<file path="src/rtl/upcd_defines.svh">
// constants for the usb port change detect block
// Summary of operation
// - detection runs in sleep and active
// - device mode: supply input change sets flag
// - supply change reaches device summary when enabled
// - live supply present bit readable
// - host mode: fault input sets fault flag
// - fault flag reaches host summary when enabled
// - power switch pin follows power enable bit
// - host supply state bit mirrors fault input
// - line state change sets line flag
// - line flag reaches host summary when enabled
// - two-bit live line state readable
// - leaving se0 on attach raises line flag
// - transceiver control holds two-bit mode field
// - settings kept; in host role a step code lets hardware update the power bit
// - line flag separate, works while host unused
// - role bit 1 host, 0 device, sleep only
`ifndef UPCD_DEFINES_SVH
`define UPCD_DEFINES_SVH
// ***********************************************
// register offsets
// ***********************************************
`define UPCD_A_DEV_STAT 4'h0
`define UPCD_A_DEV_EN 4'h1
`define UPCD_A_HOST_STAT 4'h2
`define UPCD_A_HOST_EN 4'h3
`define UPCD_A_TOP_SUM 4'h4
`define UPCD_A_TOP_MASK 4'h5
`define UPCD_A_XCVR 4'h6
`define UPCD_A_HOST_CTRL 4'h7
`define UPCD_A_STATUS 4'h8
`define UPCD_A_STEP 4'h9
`define UPCD_A_ROLE 4'hA
// ***********************************************
// field positions
// ***********************************************
`define UPCD_B_SUPPLY_CHG 0
`define UPCD_B_FAULT 0
`define UPCD_B_LINES 1
`define UPCD_B_DEV_SUM 0
`define UPCD_B_HOST_SUM 1
`define UPCD_B_PWR 0
`define UPCD_B_ST_VBUS 0
`define UPCD_B_ST_OK 1
`define UPCD_B_ST_LINE 2
// ***********************************************
// reset values
// ***********************************************
`define UPCD_R_XCVR 8'h00
`define UPCD_R_STEP 4'h0
// step codes that hardware acts on
`define UPCD_STEP_IDLE 4'h0
`define UPCD_STEP_POWER_OFF 4'h1
`define UPCD_STEP_POWER_ON 4'h2
`endif

</file>
<file path="src/rtl/upcd_pkg.sv">
// types for the usb port change detect block
package upcd_pkg;
  // role of the port
  typedef enum logic [0:0] {
    UPCD_ROLE_DEVICE = 1'b0,
    UPCD_ROLE_HOST = 1'b1
  } upcd_role_t;
endpackage

</file>
<file path="src/rtl/upcd_port_change.sv">
// usb port change detection with its own register file
`timescale 1ns/1ps
`include "upcd_defines.svh"
module upcd_port_change
  import upcd_pkg::*;
(
  // clock and reset
  input wire logic clk,
  input wire logic rst_b,
  // register port
  input wire logic [3:0] reg_addr,
  input wire logic [7:0] reg_wdata,
  input wire logic reg_wr,
  input wire logic reg_rd,
  output logic [7:0] reg_rdata,
  // pins
  input wire logic vbus_in,
  input wire logic supply_fault_in,
  input wire logic [1:0] cable_line_level,
  output logic power_switch_out,
  // summary toward the top interrupt
  output logic top_irq
);
  // ***********************************************
  // registers
  // ***********************************************
  logic supply_change_flag; // sticky
  logic supply_fault_flag; // sticky
  logic bus_lines_moved_flag; // sticky
  logic supply_change_irq_en;
  logic supply_fault_irq_en;
  logic bus_lines_moved_irq_en;
  logic [1:0] top_irq_mask; // dev and host summary enables
  logic [7:0] transceiver_ctrl; // mode in low two bits
  logic power_switch_on;
  logic [3:0] host_state_step_code;
  upcd_role_t role_select;
  logic vbus_q; // last sampled supply level
  logic [1:0] line_q; // last sampled line level
  logic [7:0] rdata_q;

  // ***********************************************
  // decode
  // ***********************************************
  wire wr_dev_stat = reg_wr && reg_addr == `UPCD_A_DEV_STAT;
  wire wr_dev_en = reg_wr && reg_addr == `UPCD_A_DEV_EN;
  wire wr_host_stat = reg_wr && reg_addr == `UPCD_A_HOST_STAT;
  wire wr_host_en = reg_wr && reg_addr == `UPCD_A_HOST_EN;
  wire wr_mask = reg_wr && reg_addr == `UPCD_A_TOP_MASK;
  wire wr_xcvr = reg_wr && reg_addr == `UPCD_A_XCVR;
  wire wr_hctrl = reg_wr && reg_addr == `UPCD_A_HOST_CTRL;
  wire wr_step = reg_wr && reg_addr == `UPCD_A_STEP;
  wire wr_role = reg_wr && reg_addr == `UPCD_A_ROLE;
  wire [1:0] phy_operating_sel = transceiver_ctrl[1:0];
  wire is_host = role_select == UPCD_ROLE_HOST;

  // ***********************************************
  // events
  // ***********************************************
  // detection never looks at any power state, so sleep works too
  wire ev_supply = !is_host && (vbus_in != vbus_q);
  // fault input is active low: low means the switch reports trouble
  wire ev_fault = is_host && !supply_fault_in;
  // any move, including leaving se0 on attach, in either role
  wire ev_lines = cable_line_level != line_q;
  wire host_supply_ok = supply_fault_in;

  // ***********************************************
  // summary
  // ***********************************************
  wire dev_sum = supply_change_flag && supply_change_irq_en;
  wire host_sum = (supply_fault_flag && supply_fault_irq_en)
    || (bus_lines_moved_flag && bus_lines_moved_irq_en);
  wire [7:0] top_irq_summary = {6'h00, host_sum, dev_sum};
  wire [7:0] status_word = {4'h0, cable_line_level,
    host_supply_ok, vbus_in};

  // read mux; unmapped offsets read zero
  logic [7:0] next_rdata;
  always_comb begin
    next_rdata = 8'h00;
    unique case (reg_addr)
      `UPCD_A_DEV_STAT: next_rdata = {7'h00, supply_change_flag};
      `UPCD_A_DEV_EN: next_rdata = {7'h00, supply_change_irq_en};
      `UPCD_A_HOST_STAT: next_rdata = {6'h00, bus_lines_moved_flag,
        supply_fault_flag};
      `UPCD_A_HOST_EN: next_rdata = {6'h00, bus_lines_moved_irq_en,
        supply_fault_irq_en};
      `UPCD_A_TOP_SUM: next_rdata = top_irq_summary;
      `UPCD_A_TOP_MASK: next_rdata = {6'h00, top_irq_mask};
      `UPCD_A_XCVR: next_rdata = transceiver_ctrl;
      `UPCD_A_HOST_CTRL: next_rdata = {7'h00, power_switch_on};
      `UPCD_A_STATUS: next_rdata = status_word;
      `UPCD_A_STEP: next_rdata = {4'h0, host_state_step_code};
      `UPCD_A_ROLE: next_rdata = {7'h00, role_select};
      default: next_rdata = 8'h00;
    endcase
  end

  // ***********************************************
  // sticky flags: write 1 clears, event wins over clear
  // ***********************************************
  always_ff @(posedge clk) begin
    if (!rst_b) begin
      supply_change_flag <= 1'b0;
      supply_fault_flag <= 1'b0;
      bus_lines_moved_flag <= 1'b0;
    end else begin
      supply_change_flag <= ev_supply || (supply_change_flag &&
        !(wr_dev_stat && reg_wdata[`UPCD_B_SUPPLY_CHG]));
      supply_fault_flag <= ev_fault || (supply_fault_flag &&
        !(wr_host_stat && reg_wdata[`UPCD_B_FAULT]));
      bus_lines_moved_flag <= ev_lines || (bus_lines_moved_flag &&
        !(wr_host_stat && reg_wdata[`UPCD_B_LINES]));
    end
  end

  // ***********************************************
  // input history for change detection
  // ***********************************************
  // inputs are sampled only after release; the first compare after release is against the reset value 0
  logic primed;
  always_ff @(posedge clk) begin
    if (!rst_b) begin
      primed <= 1'b0;
      vbus_q <= 1'b0;
      line_q <= 2'b00;
    end else begin
      primed <= 1'b1;
      vbus_q <= vbus_in;
      line_q <= cable_line_level;
    end
  end

  // ***********************************************
  // enables, mask, role
  // ***********************************************
  always_ff @(posedge clk) begin
    if (!rst_b) begin
      supply_change_irq_en <= 1'b0;
      supply_fault_irq_en <= 1'b0;
      bus_lines_moved_irq_en <= 1'b0;
      top_irq_mask <= 2'b00;
      role_select <= UPCD_ROLE_DEVICE;
    end else begin
      if (wr_dev_en)
        supply_change_irq_en <= reg_wdata[`UPCD_B_SUPPLY_CHG];
      if (wr_host_en) begin
        supply_fault_irq_en <= reg_wdata[`UPCD_B_FAULT];
        bus_lines_moved_irq_en <= reg_wdata[`UPCD_B_LINES];
      end
      if (wr_mask)
        top_irq_mask <= reg_wdata[1:0];
      // software switches role only in sleep; not checked here
      if (wr_role)
        role_select <= upcd_role_t'(reg_wdata[0]);
    end
  end

  // ***********************************************
  // transceiver and power control with host step codes
  // ***********************************************
  // values survive a role change; only writes or step codes move them
  always_ff @(posedge clk) begin
    if (!rst_b) begin
      transceiver_ctrl <= `UPCD_R_XCVR;
      power_switch_on <= 1'b0;
      host_state_step_code <= `UPCD_R_STEP;
    end else begin
      if (wr_xcvr)
        transceiver_ctrl <= reg_wdata;
      if (wr_hctrl)
        power_switch_on <= reg_wdata[`UPCD_B_PWR];
      if (wr_step)
        host_state_step_code <= reg_wdata[3:0];
      else if (is_host && host_state_step_code != `UPCD_STEP_IDLE) begin
        host_state_step_code <= `UPCD_STEP_IDLE;
        power_switch_on <= host_state_step_code == `UPCD_STEP_POWER_ON;
      end
    end
  end

  // ***********************************************
  // outputs
  // ***********************************************
  always_ff @(posedge clk) begin
    if (!rst_b) begin
      rdata_q <= 8'h00;
      power_switch_out <= 1'b0;
      top_irq <= 1'b0;
    end else begin
      rdata_q <= reg_rd ? next_rdata : 8'h00;
      power_switch_out <= power_switch_on;
      top_irq <= |(top_irq_summary & {6'h00, top_irq_mask});
    end
  end
  assign reg_rdata = rdata_q;

  // ***********************************************
  // checks
  // ***********************************************
  // a change of the supply level in device role is never lost
  AST_SUPPLY_SET: assert property (
    @(posedge clk) disable iff (!rst_b)
    ev_supply |=> supply_change_flag)
    else $error("supply change not flagged");
  // device summary bit is the flag gated by its enable
  AST_DEV_SUM: assert property (
    @(posedge clk) disable iff (!rst_b)
    top_irq_summary[0] == (supply_change_flag && supply_change_irq_en))
    else $error("device summary wrong");
  // a low fault input in host role always lands in the flag
  AST_FAULT_SET: assert property (
    @(posedge clk) disable iff (!rst_b)
    (is_host && !supply_fault_in) |=> supply_fault_flag)
    else $error("fault not flagged");
  // pin trails the control bit by exactly one edge
  AST_PWR_PIN: assert property (
    @(posedge clk) disable iff (!rst_b)
    primed |-> power_switch_out == $past(power_switch_on))
    else $error("power pin does not follow bit");
  // any move of the line pair sets the line flag
  AST_LINE_SET: assert property (
    @(posedge clk) disable iff (!rst_b)
    (primed && cable_line_level != $past(cable_line_level))
    |=> bus_lines_moved_flag)
    else $error("line change not flagged");
  // a masked line flag alone never reaches the host summary
  AST_HOST_SUM: assert property (
    @(posedge clk) disable iff (!rst_b)
    (bus_lines_moved_flag && !bus_lines_moved_irq_en && !supply_fault_flag)
    |-> !top_irq_summary[1])
    else $error("masked line flag reached summary");
  // supply flag only drops on a write to its status
  AST_STICKY: assert property (
    @(posedge clk) disable iff (!rst_b)
    (supply_change_flag && !wr_dev_stat) |=> supply_change_flag)
    else $error("flag dropped without clear");
  // live supply bit as read back
  AST_STATUS_RD: assert property (
    @(posedge clk) disable iff (!rst_b)
    (reg_rd && reg_addr == `UPCD_A_STATUS)
    |=> reg_rdata[0] == $past(vbus_in))
    else $error("supply present bit wrong");
  // supply moves are ignored while the port acts as host
  AST_SUPPLY_HOST: assert property (
    @(posedge clk) disable iff (!rst_b)
    (is_host && !supply_change_flag) |=> !supply_change_flag)
    else $error("supply flag set in host role");
  // fault input is ignored while the port acts as device
  AST_FAULT_DEV: assert property (
    @(posedge clk) disable iff (!rst_b)
    (!is_host && !supply_fault_flag) |=> !supply_fault_flag)
    else $error("fault flag set in device role");
  // an enabled fault flag drives the host summary
  AST_FAULT_SUM: assert property (
    @(posedge clk) disable iff (!rst_b)
    (supply_fault_flag && supply_fault_irq_en) |-> top_irq_summary[1])
    else $error("enabled fault missing from summary");
  // with both host sources quiet the summary stays low
  AST_FAULT_MASKED: assert property (
    @(posedge clk) disable iff (!rst_b)
    (!supply_fault_irq_en
      && !(bus_lines_moved_flag && bus_lines_moved_irq_en))
    |-> !top_irq_summary[1])
    else $error("masked fault reached summary");
  // an enabled line flag drives the host summary
  AST_LINE_SUM: assert property (
    @(posedge clk) disable iff (!rst_b)
    (bus_lines_moved_flag && bus_lines_moved_irq_en)
    |-> top_irq_summary[1])
    else $error("enabled line flag missing from summary");
  // top output is the masked summary one edge later
  AST_TOP_IRQ: assert property (
    @(posedge clk) disable iff (!rst_b)
    primed |-> top_irq == $past(|(top_irq_summary[1:0] & top_irq_mask)))
    else $error("top interrupt output wrong");
  // host supply state bit as read back
  AST_OK_RD: assert property (
    @(posedge clk) disable iff (!rst_b)
    (reg_rd && reg_addr == `UPCD_A_STATUS)
    |=> reg_rdata[1] == $past(supply_fault_in))
    else $error("host supply state bit wrong");
  // live line pair as read back
  AST_LINE_RD: assert property (
    @(posedge clk) disable iff (!rst_b)
    (reg_rd && reg_addr == `UPCD_A_STATUS)
    |=> reg_rdata[3:2] == $past(cable_line_level))
    else $error("line state field wrong");
  // read data stand one cycle only, zero otherwise
  AST_RDATA_IDLE: assert property (
    @(posedge clk) disable iff (!rst_b)
    !reg_rd |=> reg_rdata == 8'h00)
    else $error("read data not idle");
  // whole transceiver byte reads back, mode field included
  AST_XCVR_RD: assert property (
    @(posedge clk) disable iff (!rst_b)
    (reg_rd && reg_addr == `UPCD_A_XCVR)
    |=> reg_rdata == $past(transceiver_ctrl))
    else $error("transceiver control readback wrong");
  // in host role a pending step code is consumed at the next edge
  AST_STEP_CLEAR: assert property (
    @(posedge clk) disable iff (!rst_b)
    (is_host && host_state_step_code != `UPCD_STEP_IDLE && !wr_step)
    |=> host_state_step_code == `UPCD_STEP_IDLE)
    else $error("step code not consumed");
  // the power-on step code turns the switch on
  AST_STEP_PWR: assert property (
    @(posedge clk) disable iff (!rst_b)
    (is_host && host_state_step_code == `UPCD_STEP_POWER_ON && !wr_step)
    |=> power_switch_on)
    else $error("power-on step ignored");
  // transceiver settings move only on a write
  AST_KEEP_XCVR: assert property (
    @(posedge clk) disable iff (!rst_b)
    !wr_xcvr |=> transceiver_ctrl == $past(transceiver_ctrl))
    else $error("transceiver control changed by itself");
  // power bit moves only on a write or a consumed step code
  AST_KEEP_PWR: assert property (
    @(posedge clk) disable iff (!rst_b)
    (!wr_hctrl && !(is_host && host_state_step_code != `UPCD_STEP_IDLE))
    |=> power_switch_on == $past(power_switch_on))
    else $error("power bit changed by itself");
  // fault flag only drops on a write to host status
  AST_FAULT_STICKY: assert property (
    @(posedge clk) disable iff (!rst_b)
    (supply_fault_flag && !wr_host_stat) |=> supply_fault_flag)
    else $error("fault flag dropped without clear");
  // line flag only drops on a write to host status
  AST_LINE_STICKY: assert property (
    @(posedge clk) disable iff (!rst_b)
    (bus_lines_moved_flag && !wr_host_stat) |=> bus_lines_moved_flag)
    else $error("line flag dropped without clear");
  // a clear with no new event empties the supply flag
  AST_SUPPLY_CLEAR: assert property (
    @(posedge clk) disable iff (!rst_b)
    (wr_dev_stat && reg_wdata[`UPCD_B_SUPPLY_CHG] && !ev_supply)
    |=> !supply_change_flag)
    else $error("supply flag survived clear");
  // a clear with no new event empties the line flag
  AST_LINE_CLEAR: assert property (
    @(posedge clk) disable iff (!rst_b)
    (wr_host_stat && reg_wdata[`UPCD_B_LINES] && !ev_lines)
    |=> !bus_lines_moved_flag)
    else $error("line flag survived clear");
  // role bit takes the written value
  AST_ROLE_WR: assert property (
    @(posedge clk) disable iff (!rst_b)
    wr_role |=> role_select == $past(reg_wdata[0]))
    else $error("role bit not written");
  // line watching keeps going while the host side is unused
  AST_LINE_DEV: assert property (
    @(posedge clk) disable iff (!rst_b)
    (!is_host && ev_lines) |=> bus_lines_moved_flag)
    else $error("line change lost in device role");
endmodule

</file>
<file path="config.mk">
export PLATFORM = sky130hd
export DESIGN_NAME = upcd_port_change
export DESIGN_NICKNAME = d
export VERILOG_FILES = /design/src/rtl/upcd_pkg.sv /design/src/rtl/upcd_port_change.sv
export VERILOG_INCLUDE_DIRS = /design/src /design/src/rtl
export SDC_FILE = /design/constraint.sdc
export NUM_CORES = 1
export LEC_CHECK = 0
export BUFFER_PORTS_ARGS = -buffer_cell sky130_fd_sc_hd__buf_2
export CAP_MARGIN = 20
export CORE_AREA = 8 8 70 57
export CTS_CLUSTER_DIAMETER = 200
export DETAILED_ROUTE_END_ITERATION = 12
export DIE_AREA = 0 0 78 65
export GPL_TIMING_DRIVEN = 1
export MAX_ROUTING_LAYER = met4
export PLACE_DENSITY = 0.8
export SLEW_MARGIN = 15
export SYNTH_ARGS = -nofsm -noshare
export SYNTH_HDL_FRONTEND = slang
export SYNTH_SLANG_ARGS = --single-unit
</file>
<file path="constraint.sdc">
create_clock -name clk -period 2.45 [get_ports clk]
set_input_delay 0.6125 -clock clk [delete_from_list [all_inputs] [get_ports clk]]
set_output_delay 0.6125 -clock clk [all_outputs]
set_load 0.02 [all_outputs]
</file>
# After elaboration in Yosys (flattened, before gate mapping)
# Cells that the tools add are included.
op_classes:
  n_bitwise: 1
  reduce_logical: 35
  eq_ne: 13
  n_mux: 6
op_table:
  columns: ["cell", "count"]
  rows:
  - ["8-bit case mux with 11 select lines", 1]
  - ["1-bit logical AND", 21]
  - ["4-bit by 3-bit equality test with 1-bit output (second input constant)", 4]
  - ["4-bit by 2-bit equality test with 1-bit output (second input constant)", 3]
  - ["4-bit equality test (second input constant)", 3]
  - ["4-bit two-way mux", 2]
  - ["8-bit OR reduction", 1]
  - ["1-bit logical NOT", 5]
  - ["4-bit by 1-bit equality test with 1-bit output (second input constant)", 1]
  - ["4-bit logical NOT", 1]
  - ["1-bit logical OR", 4]
  - ["4-bit nonzero test", 1]
  - ["1-bit two-way mux", 3]
  - ["2-bit bitwise AND", 1]
  - ["2-bit != test", 1]
  - ["2-bit AND reduction", 1]
  - ["2-bit nonzero test", 1]
  - ["1-bit != test", 1]
totals:
  elab_cells: 71
  regBits: 35
  out_inout_bits: 10

# Longest topological paths before layout
logic_depth:
  depth_word: 6
  ltp_mapped: 6
  ltp_nobuf: 4

# Worst setup path after synthesis
# No wires, ideal clock.
synth_path:
  path_kind: "input port to flip-flop"
  start: "in reg_addr[1]"
  end: "reg rdata_q[0] (netlist: reg_rdata[0])"
  t_required_ps: 2336
  slack_ps: 833
  arrival_time_ps: 1503
  path_buffers: 1
  path_stages: 5
  cell_sequence: "buf_6 mux4_2 nor2_1 a2111oi_2 a21o_1"
synth_via:
  elab_chain_len: 2
  word_cells_on_any_way: 12
  classes_between: "eq/ne (10); mux (1); reduce/logical (1)"
synth_rtl:
  columns: ["element", "line_no", "rtl"]
  rows:
  - ["start, declared", "upcd_port_change.sv:11", "input wire logic [3:0] reg_addr,"]
  - ["4-bit equality test, or another cell as far along", "upcd_port_change.sv:82", "unique case (reg_addr)"]
  - ["8-bit case mux with 11 select lines *", "upcd_port_change.sv:82", null]
  - ["end signal, assigned", "upcd_port_change.sv:192", "rdata_q <= reg_rd ? next_rdata : 8'h00;"]
  - ["end, declared", "upcd_port_change.sv:40", "logic [7:0] rdata_q;"]
# Mark *: on every way between the ends. The rest lies on a longest branch, timed or not.
# A chain may end at the register's enable or synchronous reset.

# Final worst setup path
# Same ends and word-level chain as after synthesis.

==> metrics.md <==
| Metric | Value |
|---|---|
| CP max-delay cell | mux4_2 |
| Crit-path max cell delay | 550 ps |
| Clock skew | 2.901 ps |
| Slew Viols, Final | 0 |
| Final setup TNS | 0 ps |
| Clk root buf | clkbuf_8 |
| Pwr/cell area | 601.9 mW/mm2 |
| Largest net degree at the start of global routing | 24 |
| Post-Syn Area per Cell | slightly above 9 um2 |
| EDFF count, synth | 0 |
| Core ar. | between 0.002 and 0.003 mm2 |
| Vias | around 1.4k |
| Max-cap violations | 0 |
| Post-CTS Resized | 0 |
| Final Core Density | a little under two thirds |
| Initial drt markers | approximately 90 |
| # clock sinks | 35 |
| Top FF cell, synth | dfxtp_1 |
| Lkg Pwr | 0.7160 nW |
| First-pass GRT wire length | roughly 6.4 mm |
| Worst skew pair latency | between 200 and 300 ps |
| First-pass DRT Iterations | 4 |
| Final global-route overflow total | 0 |
| Width of the die | between 70 and 80 um |
| Yosys Warn Count | 0 |
| WL final | between 3 and 4 mm |
| Slew @ Worst Pin | between 700 and 800 ps |
| Share of layout cells above drive strength 1 | 22.28% |
| Rel. slew slack | 51.86% |
| Element type at the critical path start | input pin |
| GRT Total Usage | between 10% and 20% |
| Syn_nets | just under 200 |
| Place WS | 526.3 ps |
| CP arrival | 1810 ps |
| Reg clk slew, reported paths | approximately 70 ps |
| Num rows | 17 |
| Critical Path RT | roughly 2600 ps |
| Top delay family on crit path | multiplexers |
| CP max FO | 17 |
| I/O pin cnt | 30 |
| DP Area | about 0.0017 mm2 |
| Outcome | completed |
| PnR worst setup slack | about 820 ps |
| Nets | between 200 and 250 |
| RSZ-0062 raised after global routing | no |
| Initial core utilization | a little under three fifths |
| Port-buffer cells | 29 |
| Final setup fails | 0 |
| Crit-path cells | buf_2, mux4_2, nor2_1, a2111oi_2, a21o_1 |
| WL per Instance | about 16 um |
| Diodes inserted | 0 |
| Mapped Area | between 0.0015 and 0.002 mm2 |
| Critical path endpoint category | flop |
| Post-synthesis sequential area ratio | 43.89% |
| Worst Setup Path Type | in -> reg |
| Vias in the first global route | ~1.4k |
| Post-route cell area | about 0.0018 mm2 |
| Final Hold Fails | 0 |
| Period Utilization, post-route | about 67% |
| Fmax | 613.1 MHz |
| DIE AREA | between 0.005 and 0.006 mm2 |
| Synthesized flop and latch total | 35 |
| Hpwl dp | 2.770 mm |
| Initial antenna violation count | 0 |
| Unique masters post-synth | 39 |
| CTS Hold Buffers Added | 0 |
| CTS buffer count | 5 |
| Hold Path Class | reg -> reg |
| Postcts setup bufs | 0 |
| Bufs and invs on worst path | 1 |
| Htree depth | 2 |
| Post-DRT Antenna Nets | 0 |
| Routability cong. | approximately 0.90 |
| CTS tree | yes |
| Die Ht | roughly 65 um |
| Layout area overhead | 13.48% |
| Via density | 5.804 |
| Ys async rst share | 0% |
| Post-Syn Instances | between 150 and 200 |
| Post-layout min period | roughly 1600 ps |
| DRC viols | 0 |
| Clk buf depth | 2 |
| Max rail drop VDD | between 0.3 and 0.4 mV |
[where the power goes]
part | switching [mW] | total, mW | internal [mW]
clock | 0.201 | 0.400 | 0.199
sequential | 0.00828 | 0.588 | 0.580
combinational | 0.0637 | 0.102 | 0.0387
[cell usage in the layout, fill, tap and decap left out, types with 2 or more instances in the layout]
master    instances
nand3_1           7
nand2b_1          3
buf_2            29
nand2_1          17
clkbuf_8          5
a32oi_1           5
xnor2_1           2
and2_1            8
a21oi_1          17
nor2_1            9
nor3_1            3
and3_1            3
nor2b_1           8
nand4_1           2
dfxtp_1          35
a21o_1            3
mux2i_1           7
a31oi_1           3
nand3b_1          4
clkbuf_1          2
o21ai_0          12
[layer usage]
metal / global-route usage [%] / vias to the layer above / part of all wire, %
met5: - / - / 0
met4: 8.986 / 0 / 1.8
met3: 5.372 / 7 / 7.4
met2: 24.25 / 44 / 46
met1: 19.38 / 664 / 45
li1: - / 678 / -
[worst paths after layout]
path	to	slack, ps	cells past startpoint	start
setup reg to reg	reg_rdata[0]	1180	4	supply_change_irq_en
hold / removal	reg_rdata[4]	460	1	transceiver_ctrl[4]
setup / recovery	reg_rdata[0]	820	5	reg_addr[1]
hold reg to reg	reg_rdata[4]	460	1	transceiver_ctrl[4]
[synth_stat cells, types with 2 or more instances]
| cell type | n | share of area [%] |
|---|---|---|
| a21o_1 | 3 | 1.4 |
| a21oi_1 | 17 | 5.3 |
| a31oi_1 | 3 | 1.2 |
| a32oi_1 | 5 | 2.7 |
| and2_1 | 8 | 3.1 |
| and3_1 | 3 | 1.2 |
| buf_2 | 2 | 0.63 |
| buf_4 | 2 | 0.94 |
| clkbuf_1 | 6 | 1.4 |
| dfxtp_1 | 35 | 44 |
| mux2i_1 | 7 | 4.4 |
| nand2_1 | 17 | 4.0 |
| nand2b_1 | 3 | 1.2 |
| nand3_1 | 7 | 2.2 |
| nand3b_1 | 4 | 1.9 |
| nand4_1 | 2 | 0.78 |
| nor2_1 | 9 | 2.1 |
| nor2b_1 | 8 | 3.1 |
| nor3_1 | 3 | 0.94 |
| o21ai_0 | 12 | 3.8 |
| xnor2_1 | 2 | 1.1 |
[worst register-to-register path, stage by stage, from the launching register on]
cell and delay [ps]:
dfxtp_1 340, mux4_2 470, nor2_1 130, a2111oi_2 50, a21o_1 180
[sequential cells by signal (all words and copies together) (netlist names), 2 cells and up]
signal                count
transceiver_ctrl          8
line_q                    2
top_irq_mask              2
reg_rdata                 8
host_state_step_code      4
[per-stage QoR]
stage / cells / hold slack [ps] / power [mW]
3_5_place_dp: 232 / 442.8 / 0.7013
3_3_place_gp: 232 / 436.8 / 0.6981
2_1_floorplan: 176 / 422.9 / 0.6680
6_report: 240 / 464.6 / 1.091
5_1_grt: 240 / 484.5 / 1.133
4_1_cts: 240 / 464.6 / 1.095
[final cells by class]
cell class / instances / area (um2)
Sequential cell: 35 / 700.7
Inverter: 1 / 3.754
Timing Repair Buffer: 29 / 145.1
Tap cell: 38 / 47.55
Multi-Input combinational cell: 129 / 833.3
Clock buffer: 7 / 76.32
Fill cell: 246 / 1039
Clock inverter: 1 / 5.005
[cells by family after synthesis]
logic type             after synthesis  synth area share (%)
AND/OR/NAND/NOR                     71                 25.94
buffers and inverters               12                 3.918
AO/OA/AOI/OAI                       46                 18.10
multiplexers                         9                 6.505
flip-flops                          35                 43.89
XOR/XNOR                             3                 1.646
Power figures use the tool's default switching activity.
